<file path="config.mk">
export PLATFORM = sky130hd
export DESIGN_NAME = fer_error_report
export DESIGN_NICKNAME = d
export VERILOG_FILES = /design/src/include/fer_pkg.sv /design/src/include/fer_chk_if.sv /design/src/hdl/fer_error_report.sv /design/src/hdl/fer_job_check.sv /design/src/hdl/fer_led_blink.sv
export VERILOG_INCLUDE_DIRS = /design/src /design/src/include
export SDC_FILE = /design/constraint.sdc
export NUM_CORES = 1
export LEC_CHECK = 0
export BUFFER_PORTS_ARGS = -buffer_cell sky130_fd_sc_hd__buf_2
export CORE_MARGIN = 1.5
export CORE_UTILIZATION = 57
export CTS_CLUSTER_SIZE = 8
export DETAILED_ROUTE_END_ITERATION = 12
export GPL_ROUTABILITY_DRIVEN = 1
export PLACE_DENSITY = 0.92
export SETUP_SLACK_MARGIN = 0.1
export SLEW_MARGIN = 15
export SYNTH_ARGS = -nofsm -noshare
export SYNTH_HDL_FRONTEND = slang
export SYNTH_SLANG_ARGS = --single-unit
</file>
<file path="constraint.sdc">
create_clock -name clk -period 2.95 [get_ports clk]
set_input_delay 0.59 -clock clk [delete_from_list [all_inputs] [get_ports clk]]
set_output_delay 0.59 -clock clk [all_outputs]
set_load 0.02 [all_outputs]
</file>
<file path="src/include/fer_defs.svh">
`ifndef FER_DEFS_SVH
`define FER_DEFS_SVH

// ********************************************************
// Error codes returned in the parameter value field
// ********************************************************
`define FER_ERR_JOB_ID        32'h0504_0001
`define FER_ERR_READ_ONLY     32'h0601_0002
`define FER_ERR_NO_INDEX      32'h0602_0000
`define FER_ERR_TYPE_LEN      32'h0607_0010
`define FER_ERR_NO_SUBINDEX   32'h0609_0011
`define FER_ERR_RANGE         32'h0609_0030
`define FER_ERR_DRIVE_HI      16'h0800

// ********************************************************
// Status word and mode byte bit positions
// ********************************************************
`define FER_SW_INT_FAULT      5
`define FER_SW_EXT_FAULT      6
`define FER_SW_WARNING        7
`define FER_SW_ERROR          15
`define FER_MS_REJECT         6
`define FER_STATE_QSTOP       4'h7
`define FER_STATE_FAULT       4'h9

// ********************************************************
// Value limits per data type
// ********************************************************
`define FER_INT16_MIN         32'hFFFF_8000
`define FER_INT16_MAX         32'h0000_7FFF
`define FER_UINT16_MAX        32'h0000_FFFF

// ********************************************************
// Station address range
// ********************************************************
`define FER_ADDR_MIN          7'h01
`define FER_ADDR_MAX          7'h7F

// ********************************************************
// LED timing
// ********************************************************
`define FER_CLK_HZ            40000000
`define FER_LED_HALF_MS       1000
`define FER_LED_HALF_CYC      ((`FER_CLK_HZ / 1000) * `FER_LED_HALF_MS)

`endif

</file>
<file path="src/include/fer_pkg.sv">
package fer_pkg;

    // Job identifiers handled by the parameter channel.
    typedef enum logic [3:0] {
        FER_JOB_READ  = 4'h1,
        FER_JOB_WRITE = 4'h2
    } fer_job_t;

    // Data types of parameter objects.
    typedef enum logic [1:0] {
        FER_DT_INT16  = 2'h0,
        FER_DT_UINT16 = 2'h1,
        FER_DT_INT32  = 2'h2,
        FER_DT_UINT32 = 2'h3
    } fer_dtype_t;

    // Object attributes seen by the checker.
    typedef struct packed {
        logic       index_ok;
        logic       subidx_ok;
        logic       read_only;
        fer_dtype_t dtype;
    } fer_obj_t;

endpackage

</file>
<file path="src/include/fer_chk_if.sv">
`timescale 1ns/1ps
`default_nettype none

// Carries one parameter job into the checker and its verdict back.
interface fer_chk_if;
    import fer_pkg::*;
    logic [3:0]  job;
    logic [2:0]  len;
    logic [31:0] value;
    fer_obj_t    obj;
    logic        drv_err;
    logic [15:0] drv_num;
    logic        err;
    logic [31:0] code;
    modport top (output job, len, value, obj, drv_err, drv_num, input err, code);
    modport chk (input job, len, value, obj, drv_err, drv_num, output err, code);
endinterface

`default_nettype wire

</file>
<file path="src/hdl/fer_error_report.sv">
`timescale 1ns/1ps
`default_nettype none
`include "fer_defs.svh"

// Function
// - Healthy with power stage off, LED blinks one second lit, one second dark.
// - Station address must be 1 to 127 and unique on the network.
// - Failed parameter job answers with a 32-bit error code in bytes five to eight.
// - Invalid or unknown job identifier reports 0504 0001.
// - Write to read-only object is refused with 0601 0002.
// - Missing index reports 0602 0000; unsupported subindex reports 0609 0011.
// - Data type not matching parameter length reports 0607 0010.
// - Out-of-range write value reports 0609 0030.
// - Drive-specific failure reports 0800 in upper half, error number below.
// - Asynchronous error interrupting motion sends a diagnostic telegram.
// - Status bit 15 is set while an error is active.
// - Internal fault sets status bit 5 and records cause bits.
// - External fault sets status bit 6 and records cause bits.
// - Controller warning sets status bit 7 and records warning bits.
// - Most recent interruption error number is held as last stop cause.
// - Diagnostic telegram carries the current last stop cause; a mode-reject telegram carries mode_err_num instead.
// - Error flag aborts motion at once, braking or power-off per class.
// - With error flag set, external-fault or warning bit is set too.
// - Unprocessable process-data movement request sends diagnostic and sets mode byte reject bit 6, not status bit 15; dropped on a same-cycle new async error.
// - Range check by type: INT16 and UINT16 limits; INT32 and UINT32 values always pass.
// - Asynchronous error shows quick-stop or fault state in status bits 0 to 3.
// - Rejected mode request leaves motion alone and sets mode byte bit 6; bit 6 stays unchanged if a new asynchronous error starts that cycle.
module fer_error_report
    import fer_pkg::*;
#(
    parameter int LED_HALF_CYC = `FER_LED_HALF_CYC
) (
    // Clock, reset, enable.
    input  wire logic        clk,
    input  wire logic        rst_n,
    input  wire logic        ce,
    // Station address from switches.
    input  wire logic [6:0]  station_addr,
    output logic             addr_valid,
    // Parameter job request.
    input  wire logic        job_valid,
    input  wire logic [3:0]  job_identifier,
    input  wire logic [2:0]  job_len,
    input  wire logic [31:0] job_value,
    input  wire fer_obj_t    job_obj,
    input  wire logic        job_drv_err,
    input  wire logic [15:0] job_drv_num,
    // Parameter job answer.
    output logic             rsp_valid,
    output logic             rsp_error,
    output logic [31:0]      parameter_value_field,
    // Monitoring sources.
    input  wire logic [15:0] int_fault_in,
    input  wire logic [15:0] ext_fault_in,
    input  wire logic [15:0] warn_in,
    input  wire logic        fault_class_off,
    input  wire logic [15:0] stop_err_num,
    input  wire logic        err_clear,
    input  wire logic [3:0]  op_state,
    input  wire logic        power_enabled,
    // Mode request over process data.
    input  wire logic        mode_req,
    input  wire logic        mode_req_bad,
    input  wire logic [15:0] mode_err_num,
    input  wire logic [7:0]  mode_in,
    // Status outputs.
    output logic [15:0]      drive_status_word,
    output logic [7:0]       mode_status_byte,
    output logic [15:0]      internal_fault_bits,
    output logic [15:0]      external_monitor_bits,
    output logic [15:0]      warning_bits,
    output logic [15:0]      last_stop_cause,
    // Drive reaction and diagnostics.
    output logic             motion_abort,
    output logic             brake_req,
    output logic             power_off_req,
    output logic             diag_valid,
    output logic [15:0]      diag_err_num,
    output logic             status_led
);

    // ********************************************************
    // Input synchronisers for pin-level monitoring signals
    // ********************************************************
    logic [47:0] mon_s1_r;
    logic [47:0] mon_s2_r;
    logic [6:0]  addr_s1_r;
    logic [6:0]  addr_s2_r;

    // Two stages before any logic looks at pin levels.
    always_ff @(posedge clk or negedge rst_n) begin
        if (!rst_n) begin
            mon_s1_r  <= 48'h0;
            mon_s2_r  <= 48'h0;
            addr_s1_r <= 7'h0;
            addr_s2_r <= 7'h0;
        end else if (ce) begin
            mon_s1_r  <= {int_fault_in, ext_fault_in, warn_in};
            mon_s2_r  <= mon_s1_r;
            addr_s1_r <= station_addr;
            addr_s2_r <= addr_s1_r;
        end
    end

    logic [15:0] int_s;
    logic [15:0] ext_s;
    logic [15:0] wrn_s;
    assign int_s = mon_s2_r[47:32];
    assign ext_s = mon_s2_r[31:16];
    assign wrn_s = mon_s2_r[15:0];

    // ********************************************************
    // Parameter job check
    // ********************************************************
    fer_chk_if chk_bus ();

    assign chk_bus.job     = job_identifier;
    assign chk_bus.len     = job_len;
    assign chk_bus.value   = job_value;
    assign chk_bus.obj     = job_obj;
    assign chk_bus.drv_err = job_drv_err;
    assign chk_bus.drv_num = job_drv_num;

    fer_job_check u_chk (
        .c (chk_bus.chk)
    );

    // ********************************************************
    // Error state, cause bits and diagnostics
    // ********************************************************
    logic        err_r,   err_nxt;
    logic [15:0] ifb_r,   ifb_nxt;
    logic [15:0] emb_r,   emb_nxt;
    logic [15:0] wb_r,    wb_nxt;
    logic [15:0] lsc_r,   lsc_nxt;
    logic        rv_r,    rv_nxt;
    logic        re_r,    re_nxt;
    logic [31:0] pv_r,    pv_nxt;
    logic        dv_r,    dv_nxt;
    logic [15:0] dn_r,    dn_nxt;
    logic        rej_r,   rej_nxt;
    logic        ab_r,    ab_nxt;
    logic        br_r,    br_nxt;
    logic        po_r,    po_nxt;
    logic        av_r,    av_nxt;
    logic        new_async;

    // Cause bits latch on entry and then freeze until the error is cleared.
    always_comb begin
        err_nxt = err_r;
        ifb_nxt = ifb_r;
        emb_nxt = emb_r;
        wb_nxt  = wb_r;
        lsc_nxt = lsc_r;
        rv_nxt  = 1'b0;
        re_nxt  = re_r;
        pv_nxt  = pv_r;
        dv_nxt  = 1'b0;
        dn_nxt  = dn_r;
        rej_nxt = rej_r;
        ab_nxt  = 1'b0;
        br_nxt  = br_r;
        po_nxt  = po_r;
        av_nxt  = (addr_s2_r >= `FER_ADDR_MIN) && (addr_s2_r <= `FER_ADDR_MAX);
        new_async = !err_r && ((|int_s) || (|ext_s));

        // Answer in the same slot, one cycle after the request.
        if (job_valid) begin
            rv_nxt = 1'b1;
            re_nxt = chk_bus.err;
            pv_nxt = chk_bus.err ? chk_bus.code : job_value;
        end

        if (err_r && err_clear) begin
            err_nxt = 1'b0;
            br_nxt  = 1'b0;
            po_nxt  = 1'b0;
        end else if (!err_r) begin
            ifb_nxt = int_s;
            emb_nxt = ext_s;
            wb_nxt  = wrn_s | ((|int_s) ? 16'h0001 : 16'h0000);
        end

        if (new_async) begin
            err_nxt = 1'b1;
            lsc_nxt = stop_err_num;
            ab_nxt  = 1'b1;
            br_nxt  = !fault_class_off;
            po_nxt  = fault_class_off;
            dv_nxt  = 1'b1;
            dn_nxt  = stop_err_num;
        end else if (mode_req && mode_req_bad) begin
            rej_nxt = 1'b1;
            dv_nxt  = 1'b1;
            dn_nxt  = mode_err_num;
        end else if (mode_req) begin
            rej_nxt = 1'b0;
        end
    end

    // Error and reply registers.
    always_ff @(posedge clk or negedge rst_n) begin
        if (!rst_n) begin
            err_r <= 1'b0;
            ifb_r <= 16'h0;
            emb_r <= 16'h0;
            wb_r  <= 16'h0;
            lsc_r <= 16'h0;
            rv_r  <= 1'b0;
            re_r  <= 1'b0;
            pv_r  <= 32'h0;
            dv_r  <= 1'b0;
            dn_r  <= 16'h0;
            rej_r <= 1'b0;
            ab_r  <= 1'b0;
            br_r  <= 1'b0;
            po_r  <= 1'b0;
            av_r  <= 1'b0;
        end else if (ce) begin
            err_r <= err_nxt;
            ifb_r <= ifb_nxt;
            emb_r <= emb_nxt;
            wb_r  <= wb_nxt;
            lsc_r <= lsc_nxt;
            rv_r  <= rv_nxt;
            re_r  <= re_nxt;
            pv_r  <= pv_nxt;
            dv_r  <= dv_nxt;
            dn_r  <= dn_nxt;
            rej_r <= rej_nxt;
            ab_r  <= ab_nxt;
            br_r  <= br_nxt;
            po_r  <= po_nxt;
            av_r  <= av_nxt;
        end
    end

    // ********************************************************
    // Status word and mode byte
    // ********************************************************
    logic [15:0] sw_r, sw_nxt;
    logic [7:0]  ms_r, ms_nxt;

    // Status word is rebuilt each cycle from the held error state.
    always_comb begin
        sw_nxt = 16'h0;
        sw_nxt[3:0] = err_r ? (po_r ? `FER_STATE_FAULT : `FER_STATE_QSTOP) : op_state;
        sw_nxt[`FER_SW_INT_FAULT] = err_r && (|ifb_r);
        sw_nxt[`FER_SW_EXT_FAULT] = err_r && (|emb_r);
        sw_nxt[`FER_SW_WARNING]   = |wb_r;
        sw_nxt[`FER_SW_ERROR]     = err_r;
        ms_nxt = mode_in;
        ms_nxt[`FER_MS_REJECT] = rej_r;
    end

    // Status registers.
    always_ff @(posedge clk or negedge rst_n) begin
        if (!rst_n) begin
            sw_r <= 16'h0;
            ms_r <= 8'h0;
        end else if (ce) begin
            sw_r <= sw_nxt;
            ms_r <= ms_nxt;
        end
    end

    // ********************************************************
    // Status LED
    // ********************************************************
    logic led_w;
    logic led_r;

    fer_led_blink #(
        .HALF_CYC (LED_HALF_CYC)
    ) u_led (
        .clk   (clk),
        .rst_n (rst_n),
        .ce    (ce),
        .run   (!err_r && !power_enabled),
        .led   (led_w)
    );

    // LED is steady dark on error and steady lit with the power stage on, so only a dark stuck pattern marks a fault.
    always_ff @(posedge clk or negedge rst_n) begin
        if (!rst_n) begin
            led_r <= 1'b0;
        end else if (ce) begin
            led_r <= err_r ? 1'b0 : led_w;
        end
    end

    // ********************************************************
    // Outputs
    // ********************************************************
    assign addr_valid            = av_r;
    assign rsp_valid             = rv_r;
    assign rsp_error             = re_r;
    assign parameter_value_field = pv_r;
    assign drive_status_word     = sw_r;
    assign mode_status_byte      = ms_r;
    assign internal_fault_bits   = ifb_r;
    assign external_monitor_bits = emb_r;
    assign warning_bits          = wb_r;
    assign last_stop_cause       = lsc_r;
    assign motion_abort          = ab_r;
    assign brake_req             = br_r;
    assign power_off_req         = po_r;
    assign diag_valid            = dv_r;
    assign diag_err_num          = dn_r;
    assign status_led            = led_r;

    // ********************************************************
    // Checks
    // ********************************************************
    a_err_bit_follows: assert property (@(posedge clk) disable iff (!rst_n)
        ce && err_r |=> drive_status_word[15] || !ce) else $error("error bit missing");
    a_diag_on_async: assert property (@(posedge clk) disable iff (!rst_n)
        ce && new_async |=> diag_valid && diag_err_num == last_stop_cause) else $error("no diagnostic");
    a_causes_stable: assert property (@(posedge clk) disable iff (!rst_n)
        err_r && ce && !err_clear |=> $stable(internal_fault_bits) && $stable(external_monitor_bits)
            && $stable(warning_bits)) else $error("cause changed");
    a_reply_slot: assert property (@(posedge clk) disable iff (!rst_n)
        ce && job_valid |=> rsp_valid) else $error("reply slot missed");
    a_abort_pulse: assert property (@(posedge clk) disable iff (!rst_n)
        ce && new_async |=> motion_abort ##1 !motion_abort || !ce) else $error("abort wrong");
    a_mode_reject: assert property (@(posedge clk) disable iff (!rst_n)
        ce && mode_req && mode_req_bad && !new_async |=> ##1 (mode_status_byte[6] || !ce)) else $error("reject not shown");

endmodule

`default_nettype wire

</file>
<file path="src/hdl/fer_job_check.sv">
`timescale 1ns/1ps
`default_nettype none
`include "fer_defs.svh"

// Decides, without state, whether a parameter job fails and with which code.
module fer_job_check
    import fer_pkg::*;
(
    // Job and verdict.
    fer_chk_if.chk c
);

    logic len_ok;
    logic in_range;

    // Byte length must suit the object's data type; range depends on type.
    always_comb begin
        len_ok   = (c.obj.dtype == FER_DT_INT16 || c.obj.dtype == FER_DT_UINT16)
                   ? (c.len == 3'd2) : (c.len == 3'd4);
        in_range = 1'b1;
        case (c.obj.dtype)
            FER_DT_INT16:  in_range = ($signed(c.value) >= $signed(`FER_INT16_MIN)) &&
                                      ($signed(c.value) <= $signed(`FER_INT16_MAX));
            FER_DT_UINT16: in_range = (c.value <= `FER_UINT16_MAX);
            default:       in_range = 1'b1;
        endcase
    end

    // Priority: job id, index, subindex, read-only, length, range, drive error.
    always_comb begin
        c.err  = 1'b1;
        c.code = 32'h0;
        if (c.job != FER_JOB_READ && c.job != FER_JOB_WRITE)
            c.code = `FER_ERR_JOB_ID;
        else if (!c.obj.index_ok)
            c.code = `FER_ERR_NO_INDEX;
        else if (!c.obj.subidx_ok)
            c.code = `FER_ERR_NO_SUBINDEX;
        else if (c.job == FER_JOB_WRITE && c.obj.read_only)
            c.code = `FER_ERR_READ_ONLY;
        else if (c.job == FER_JOB_WRITE && !len_ok)
            c.code = `FER_ERR_TYPE_LEN;
        else if (c.job == FER_JOB_WRITE && !in_range)
            c.code = `FER_ERR_RANGE;
        else if (c.drv_err)
            c.code = {`FER_ERR_DRIVE_HI, c.drv_num};
        else
            c.err = 1'b0;
    end

endmodule

`default_nettype wire

</file>
<file path="src/hdl/fer_led_blink.sv">
`timescale 1ns/1ps
`default_nettype none
`include "fer_defs.svh"

// Square wave for the status LED, one half period lit and one dark.
module fer_led_blink #(
    parameter int HALF_CYC = `FER_LED_HALF_CYC
) (
    // Clock and reset.
    input  wire logic clk,
    input  wire logic rst_n,
    input  wire logic ce,
    // Control.
    input  wire logic run,
    output logic      led
);

    logic [31:0] cnt_r;
    logic [31:0] cnt_nxt;
    logic        led_r;
    logic        led_nxt;

    // Restart lit whenever blinking is not wanted, so the pattern is phase clean.
    always_comb begin
        cnt_nxt = cnt_r;
        led_nxt = led_r;
        if (!run) begin
            cnt_nxt = 32'h0;
            led_nxt = 1'b1;
        end else if (cnt_r == 32'(HALF_CYC - 1)) begin
            cnt_nxt = 32'h0;
            led_nxt = ~led_r;
        end else begin
            cnt_nxt = cnt_r + 32'h1;
        end
    end

    // State registers.
    always_ff @(posedge clk or negedge rst_n) begin
        if (!rst_n) begin
            cnt_r <= 32'h0;
            led_r <= 1'b1;
        end else if (ce) begin
            cnt_r <= cnt_nxt;
            led_r <= led_nxt;
        end
    end

    assign led = led_r;

endmodule

`default_nettype wire

</file>
* Word level (Yosys, flattened, before mapping)
Index checks and enable logic that the tools add are counted.
** Word-level totals
- Register bits :: 281
- Input port bits :: 169
- Word-level logic and storage cells :: 115
** Operators by class
- $add $sub $neg :: 1
- $lt $le $gt $ge :: 5
- Equal/unequal tests :: 8
- Multiplexer cells :: 37
- Bitwise logic cells :: 5
- Reductions and logical operators :: 35
** Operator list (count)
- $mux 32 :: 9
- $reduce_or 16->1 :: 5
- $le 32x16->1 const B :: 2
- $add 32x1->32 const B :: 1
- $eq 32x26->1 const B :: 1
- $ge 32x16->1 const B :: 1
- $mux 16 :: 2
- $mux 28 :: 1
- $mux 1 :: 22
- $or 16x1->16 :: 1
- $logic_and 1x1->1 :: 12
- $reduce_and 2->1 :: 5
- $mux 4 :: 2
- $ge 7x1->1 const B :: 1
- $le 7x7->1 const B :: 1
- $reduce_and 3->1 :: 2
- $reduce_bool 2->1 :: 3
- $logic_not 1->1 :: 5
- $eq 4x2->1 const B :: 1
- $ne 4x1->1 const B :: 1
- $ne 4x2->1 const B :: 1
- $not 1->1 :: 4
- $eq 3x2->1 const B :: 1
- $eq 3x3->1 const B :: 1
- other kinds (5) :: 6

* Longest topological paths before layout
- Word-level depth :: 12
- Depth in mapped cells :: 10
- Gate-level depth less buffers :: 7

* Hierarchy
A second synthesis with hierarchy kept.
** Second synthesis, totals
- Cells, all modules :: 980
- Area, all modules :: 12254.3 um^2
** Modules (own cells, without submodules)
- fer_error_report :: times used 1, cells an instance 710, area each 9905.8 um^2, sequential area each 6206.0 um^2
- fer_led_blink :: times used 1, cells an instance 192, area each 1795.5 um^2, sequential area each 827.0 um^2
- fer_job_check :: times used 1, cells an instance 78, area each 553.0 um^2, sequential area each 0.0 um^2

* Worst setup path before layout
OpenSTA, ideal clock, no wires.
- Path type :: input -> register
- Start point :: in job_obj[1] in the netlist's numbering
- End point :: reg pv_r[26], in the netlist parameter_value_field[26]
- Setup time :: 0.117 ns
- Data arrival time :: 1.934 ns
- Required time :: 2.833 ns
- Slack :: 0.899 ns
- Stages :: 7
- Buffers on the path :: 1
- Path through :: or3b_1 -> a211oi_2 -> nor2_1 -> a211o_4 -> buf_6 -> a21oi_2 -> nor2_1
** Between the ends
- Word-level cells in the longest chain between the ends :: 11
- Elaborated cells between the ends (all ways) :: 22
- Those cells by class :: eq/ne: 1; mux: 15; reduce/logical: 6
** RTL lines
- start: declaration :: RTL line fer_error_report.sv:45 : input wire fer_obj_t job_obj,
- $eq 2x1->1 or $logic_not 2->1 (tied branches) :: RTL line fer_job_check.sv:18, fer_job_check.sv:21
- $pmux 1 s2 or $logic_or 1x1->1 (tied branches) :: RTL line fer_job_check.sv:21, fer_job_check.sv:18
- $logic_not 1->1 or $mux 1 (tied branches) :: RTL line fer_job_check.sv:43, fer_job_check.sv:19
- $logic_and 1x1->1 or $logic_not 1->1 (tied branches) :: RTL line fer_job_check.sv:43, fer_job_check.sv:41
- $mux 32, or another cell as far along :: RTL line fer_job_check.sv:43 : else if (c.job == FER_JOB_WRITE && !in_range)
- $mux 32 or $mux 1 (tied branches) :: RTL line fer_job_check.sv:41 : else if (c.job == FER_JOB_WRITE && !len_ok)
- $mux 32 or $mux 1 (tied branches) :: RTL line fer_job_check.sv:39 : else if (c.job == FER_JOB_WRITE && c.obj.read_only)
- $mux 32 or $mux 1 (tied branches) :: RTL line fer_job_check.sv:37 : else if (!c.obj.subidx_ok)
- $mux 32 or $mux 1 (tied branches) :: RTL line fer_job_check.sv:35 : else if (!c.obj.index_ok)
- $mux 32 or $mux 1 (tied branches) :: RTL line fer_job_check.sv:33 : if (c.job != FER_JOB_READ && c.job != FER_JOB_WRITE)
- $mux 32 * :: RTL line fer_error_report.sv:171 : pv_nxt = chk_bus.err ? chk_bus.code : job_value;
- end signal: assignment :: RTL line fer_error_report.sv:227 : pv_r <= pv_nxt;
- end: declaration :: RTL line fer_error_report.sv:138 : logic [31:0] pv_r, pv_nxt;
Every way passes the cells marked *; elsewhere a longest branch is shown, timed or not.
A chain may end at the register's enable or synchronous reset.

* Final worst setup path
- Start point :: reg mon_s2_r[42]
- End point :: reg dn_r[0], in the netlist diag_err_num[0]
** Between the ends
- Word-level cells in the longest chain between the ends :: 5
- Elaborated cells between the ends (all ways) :: 6
- Those cells by class :: mux: 1; reduce/logical: 5
** RTL lines
- start: declaration :: RTL line fer_error_report.sv:86 : logic [47:0] mon_s2_r;
- start signal: assignment :: RTL line fer_error_report.sv:99 : mon_s2_r <= mon_s1_r;
- $reduce_or 16->1 * :: RTL line fer_error_report.sv:165 : new_async = !err_r && ((|int_s) || (|ext_s));
- $logic_or 1x1->1 * :: RTL line fer_error_report.sv:165
- $logic_and 1x1->1 * :: RTL line fer_error_report.sv:165
- $reduce_bool 2->1 (no source line)
- $reduce_and 2->1 (no source line)
- end signal: assignment :: RTL line fer_error_report.sv:229 : dn_r <= dn_nxt;
- end: declaration :: RTL line fer_error_report.sv:140 : logic [15:0] dn_r, dn_nxt;
Marks and branches as above.

==> out/metrics.cfg <==
[grt]
grt.overflow.total=0
via_count_of_the_first_global_routing_pass=8934
initial_antenna_violation_count=4
pin_count_of_the_biggest_net_entering_global_routing=125
grtUsageTotal_pct=27.4
wire_length_of_the_first_global_routing_pass_um=46800

[setup_path]
cp_max_fo=33
delay_of_the_slowest_cell_on_the_worst_path_ps=480
path_buf_inv=1
crit-reg2reg-capture=diag_err_num[0]
path_cells=nor4_1 > nand4_1 > o21bai_2 > and2_1 > buf_4 > o21ai_0
timing_worst_setup_path_type=reg2reg
timing.critical_path.max_delay_family=simple AND/OR/NAND/NOR gates
reg2regPathDepth=6
endpoint_type_of_the_worst_setup_path=register
critical_path_required_ps=3310
slowest_stage=sky130_fd_sc_hd__nand4_1
startpoint_type=register
reg2reg_slack_ps=420
crit_arrival_ps=2890
cp_num_cells=6
regToRegStartpoint=mon_s2_r[42]
crit_path_start=mon_s2_r[42]

[sta]
period_share_pct=85.8
setup_slack_ps=417
max_freq_ghz=0.395
final_clock_skew_ps=13.2
worst_slew_margin_rel_pct=53.8
finalHoldWorstSlack_ps=-4.85
setup-violations-final=0
finalMaxSlewViolations=0
final.min_clock_period_ps=2530
rsz0062_at_grt=no
tightest_slew_ps=693
finalHoldViolations=3
totalNegativeSetupSlack_ps=0

[place]
pre_cts_setup_slack_ps=444
placement.io_buffers=303
hpwl_um=20500
finalWeightedCongestion=0.900

[logic_synthesis]
post_synth_xor_area_fraction_pct=2.05
post_synth_edffs=0
synthTopCellsByCount=sky130_fd_sc_hd__dfrtp_1, sky130_fd_sc_hd__mux2_2, sky130_fd_sc_hd__nand2_1, sky130_fd_sc_hd__nor2_1, sky130_fd_sc_hd__mux2i_1
synthArstFlopShare_pct=100
synthesis.instances=933
synth_area_leaders=sky130_fd_sc_hd__dfrtp_1, sky130_fd_sc_hd__mux2_2, sky130_fd_sc_hd__mux2i_1
portion_of_the_post_synthesis_area_used_by_sequential_elements_pct=58.9
synth_most_common_cell=sky130_fd_sc_hd__dfrtp_1
multiplexer_area_fraction_after_synthesis_pct=19.7
yosysUniqueCellTypes=65
synth_area_um2=11900
synth_top_area_share_pct=58.6
synth_simple_gate_area_share_pct=10.4
synth_seq_cells=281
synth_area_leader_cell=sky130_fd_sc_hd__dfrtp_1
synthFlopType=sky130_fd_sc_hd__dfrtp_1
synthesis.area_per_instance_um2=12.8
synth_compound_gate_area_share_pct=6.01
synth_warn=0
largest_family_of_logic_cells_by_synthesized_area=multiplexers
post_synth_fa_ha_maj_area_fraction_pct=0.105

[power]
power_leakage_nw=6.96
ir_drop_v=0.000773
design_power_total_mw=12.0
pwr_density_cell_nw_per_um2=811

[clock_network]
clock_tree.root_cell=sky130_fd_sc_hd__clkbuf_16
cts_made_buffers=41
clkTransAtPathRegs_ps=50
post-cts-setup-buffer-count=0
clkLatencyLatePin_ps=520
cts_resized=0
clock_tree.buffer_depth=3
cts.sink_count=281
ctsHtreeMaxLevel=2
holdBufCountCts=0
tritoncts=done

[detailed_routing]
wire_per_inst_um=19.3
vias_per_cell=5.67
routed_wl_um=29500
initialDrtViolationCount=401
dr.pass1.iters=5
route.detailed.drc=0
vias=8672
postRouteAntennaNets=0

[layout]
areaGrowthSynthToFinish_pct=24.2
finish.net_count=1416
drive_above_1_share_pct=46.0
postLayoutCoreUtil_pct=72.6

[hold_path]
worst_hold_path_type=in2async

[outcome]
violations_in_the_final_reports=negative hold slack
run_status=complete, but fails checks

[die]
initial_core_util_pct=58.5
core_um2=20400
die_x_um=148
i_o_pin_count=313
die_h_um=148
fp.dieArea_um2=21800
row_cnt=52

[run]
cap_viol_max_count=0

[area by class of cell]
cell class              instances  area (um^2)
flip-flops and latches        281         7030
repair buffers                314         1670
diodes                          4         10.0
clock buffers                  50         1080
multi-input cells             592         4600
clock inverters                 3         45.0
inverters                      16         60.1
fillers                      1365         5590
well taps                     270          338
[state kept, by name, indices dropped and copies added, names as in the netlist, 7 cells and up]
register and flops:
mon_s2_r 48, external_monitor_bits 16, internal_fault_bits 16, u_led.cnt_r 32, last_stop_cause 16, mode_status_byte 8, addr_s2_r 7, warning_bits 16
drive_status_word 8, parameter_value_field 32, diag_err_num 16, addr_s1_r 7, mon_s1_r 48
[power breakdown]
part           switching, mW  internal [mW]  total, mW
registers              0.562           4.60       5.17
logic                   1.61           1.12       2.73
clock network           1.59           2.55       4.14
total                   3.76           8.28       12.0
[cell usage in the layout, fill, tap and decap left out, types with 2 or more instances in the layout]
cell type | synthesis | final
sky130_fd_sc_hd__o21ai_0 | 26 | 26
sky130_fd_sc_hd__dfrtp_1 | 280 | 280
sky130_fd_sc_hd__and4_1 | 8 | 8
sky130_fd_sc_hd__a21oi_1 | 13 | 13
sky130_fd_sc_hd__a31oi_1 | 3 | 3
sky130_fd_sc_hd__conb_1 | 1 | 8
sky130_fd_sc_hd__a22o_1 | 6 | 6
sky130_fd_sc_hd__nand2_1 | 71 | 70
sky130_fd_sc_hd__clkbuf_1 | 19 | 8
sky130_fd_sc_hd__nor4b_1 | 4 | 4
sky130_fd_sc_hd__diode_2 | 0 | 4
sky130_fd_sc_hd__nand3b_1 | 3 | 3
sky130_fd_sc_hd__nor3_1 | 8 | 8
sky130_fd_sc_hd__o31ai_1 | 2 | 2
sky130_fd_sc_hd__buf_12 | 0 | 4
sky130_fd_sc_hd__o22ai_1 | 2 | 2
sky130_fd_sc_hd__buf_4 | 11 | 7
sky130_fd_sc_hd__and3_1 | 7 | 7
sky130_fd_sc_hd__a21o_1 | 2 | 2
sky130_fd_sc_hd__nor2_1 | 62 | 62
sky130_fd_sc_hd__nand3_1 | 22 | 22
sky130_fd_sc_hd__nor4_1 | 28 | 28
sky130_fd_sc_hd__mux2_2 | 182 | 182
sky130_fd_sc_hd__o21ai_2 | 22 | 22
sky130_fd_sc_hd__xnor2_1 | 12 | 12
sky130_fd_sc_hd__xor2_1 | 16 | 16
sky130_fd_sc_hd__nand2b_1 | 3 | 3
sky130_fd_sc_hd__a22oi_1 | 2 | 2
sky130_fd_sc_hd__nand4_1 | 13 | 13
sky130_fd_sc_hd__mux2i_1 | 30 | 30
sky130_fd_sc_hd__inv_1 | 15 | 15
sky130_fd_sc_hd__and2_1 | 9 | 9
sky130_fd_sc_hd__buf_2 | 8 | 301
sky130_fd_sc_hd__clkbuf_16 | 0 | 42
[logic make-up after synthesis]
family,after synthesis
flops,281
simple gates,246
mux,212
compound gates,97
buf+inv,67
xor+xnor,28
fa+ha+maj,1
other cells,1
[per-layer routing]
metal  vias up  GRT usage (%)  part of all wire [%]  wire [um]
met4         2           11.5                   4.0       1200
li1       3926              -                     -          -
met3        93           6.57                   7.1       2110
met1      4304           33.4                    38      11300
met5         -              0                 0.037         11
met2       347           46.9                    50      14900
[worst max-delay path by stage]
stage,to,slack (ps)
2_1_floorplan,parameter_value_field[26],900
3_3_place_gp,parameter_value_field[1],460
3_5_place_dp,parameter_value_field[1],440
4_1_cts,diag_err_num[0],410
5_1_grt,diag_err_num[0],240
6_report,diag_err_num[0],420
[per-stage QoR]
stage | cells | instance area, um^2
global placement | 1473 | 13700
detailed placement | 1473 | 13700
CTS | 1526 | 14800
floorplan | 940 | 12000
finish | 1530 | 14800
global route | 1528 | 14800
(Power assumes the default switching activity.)
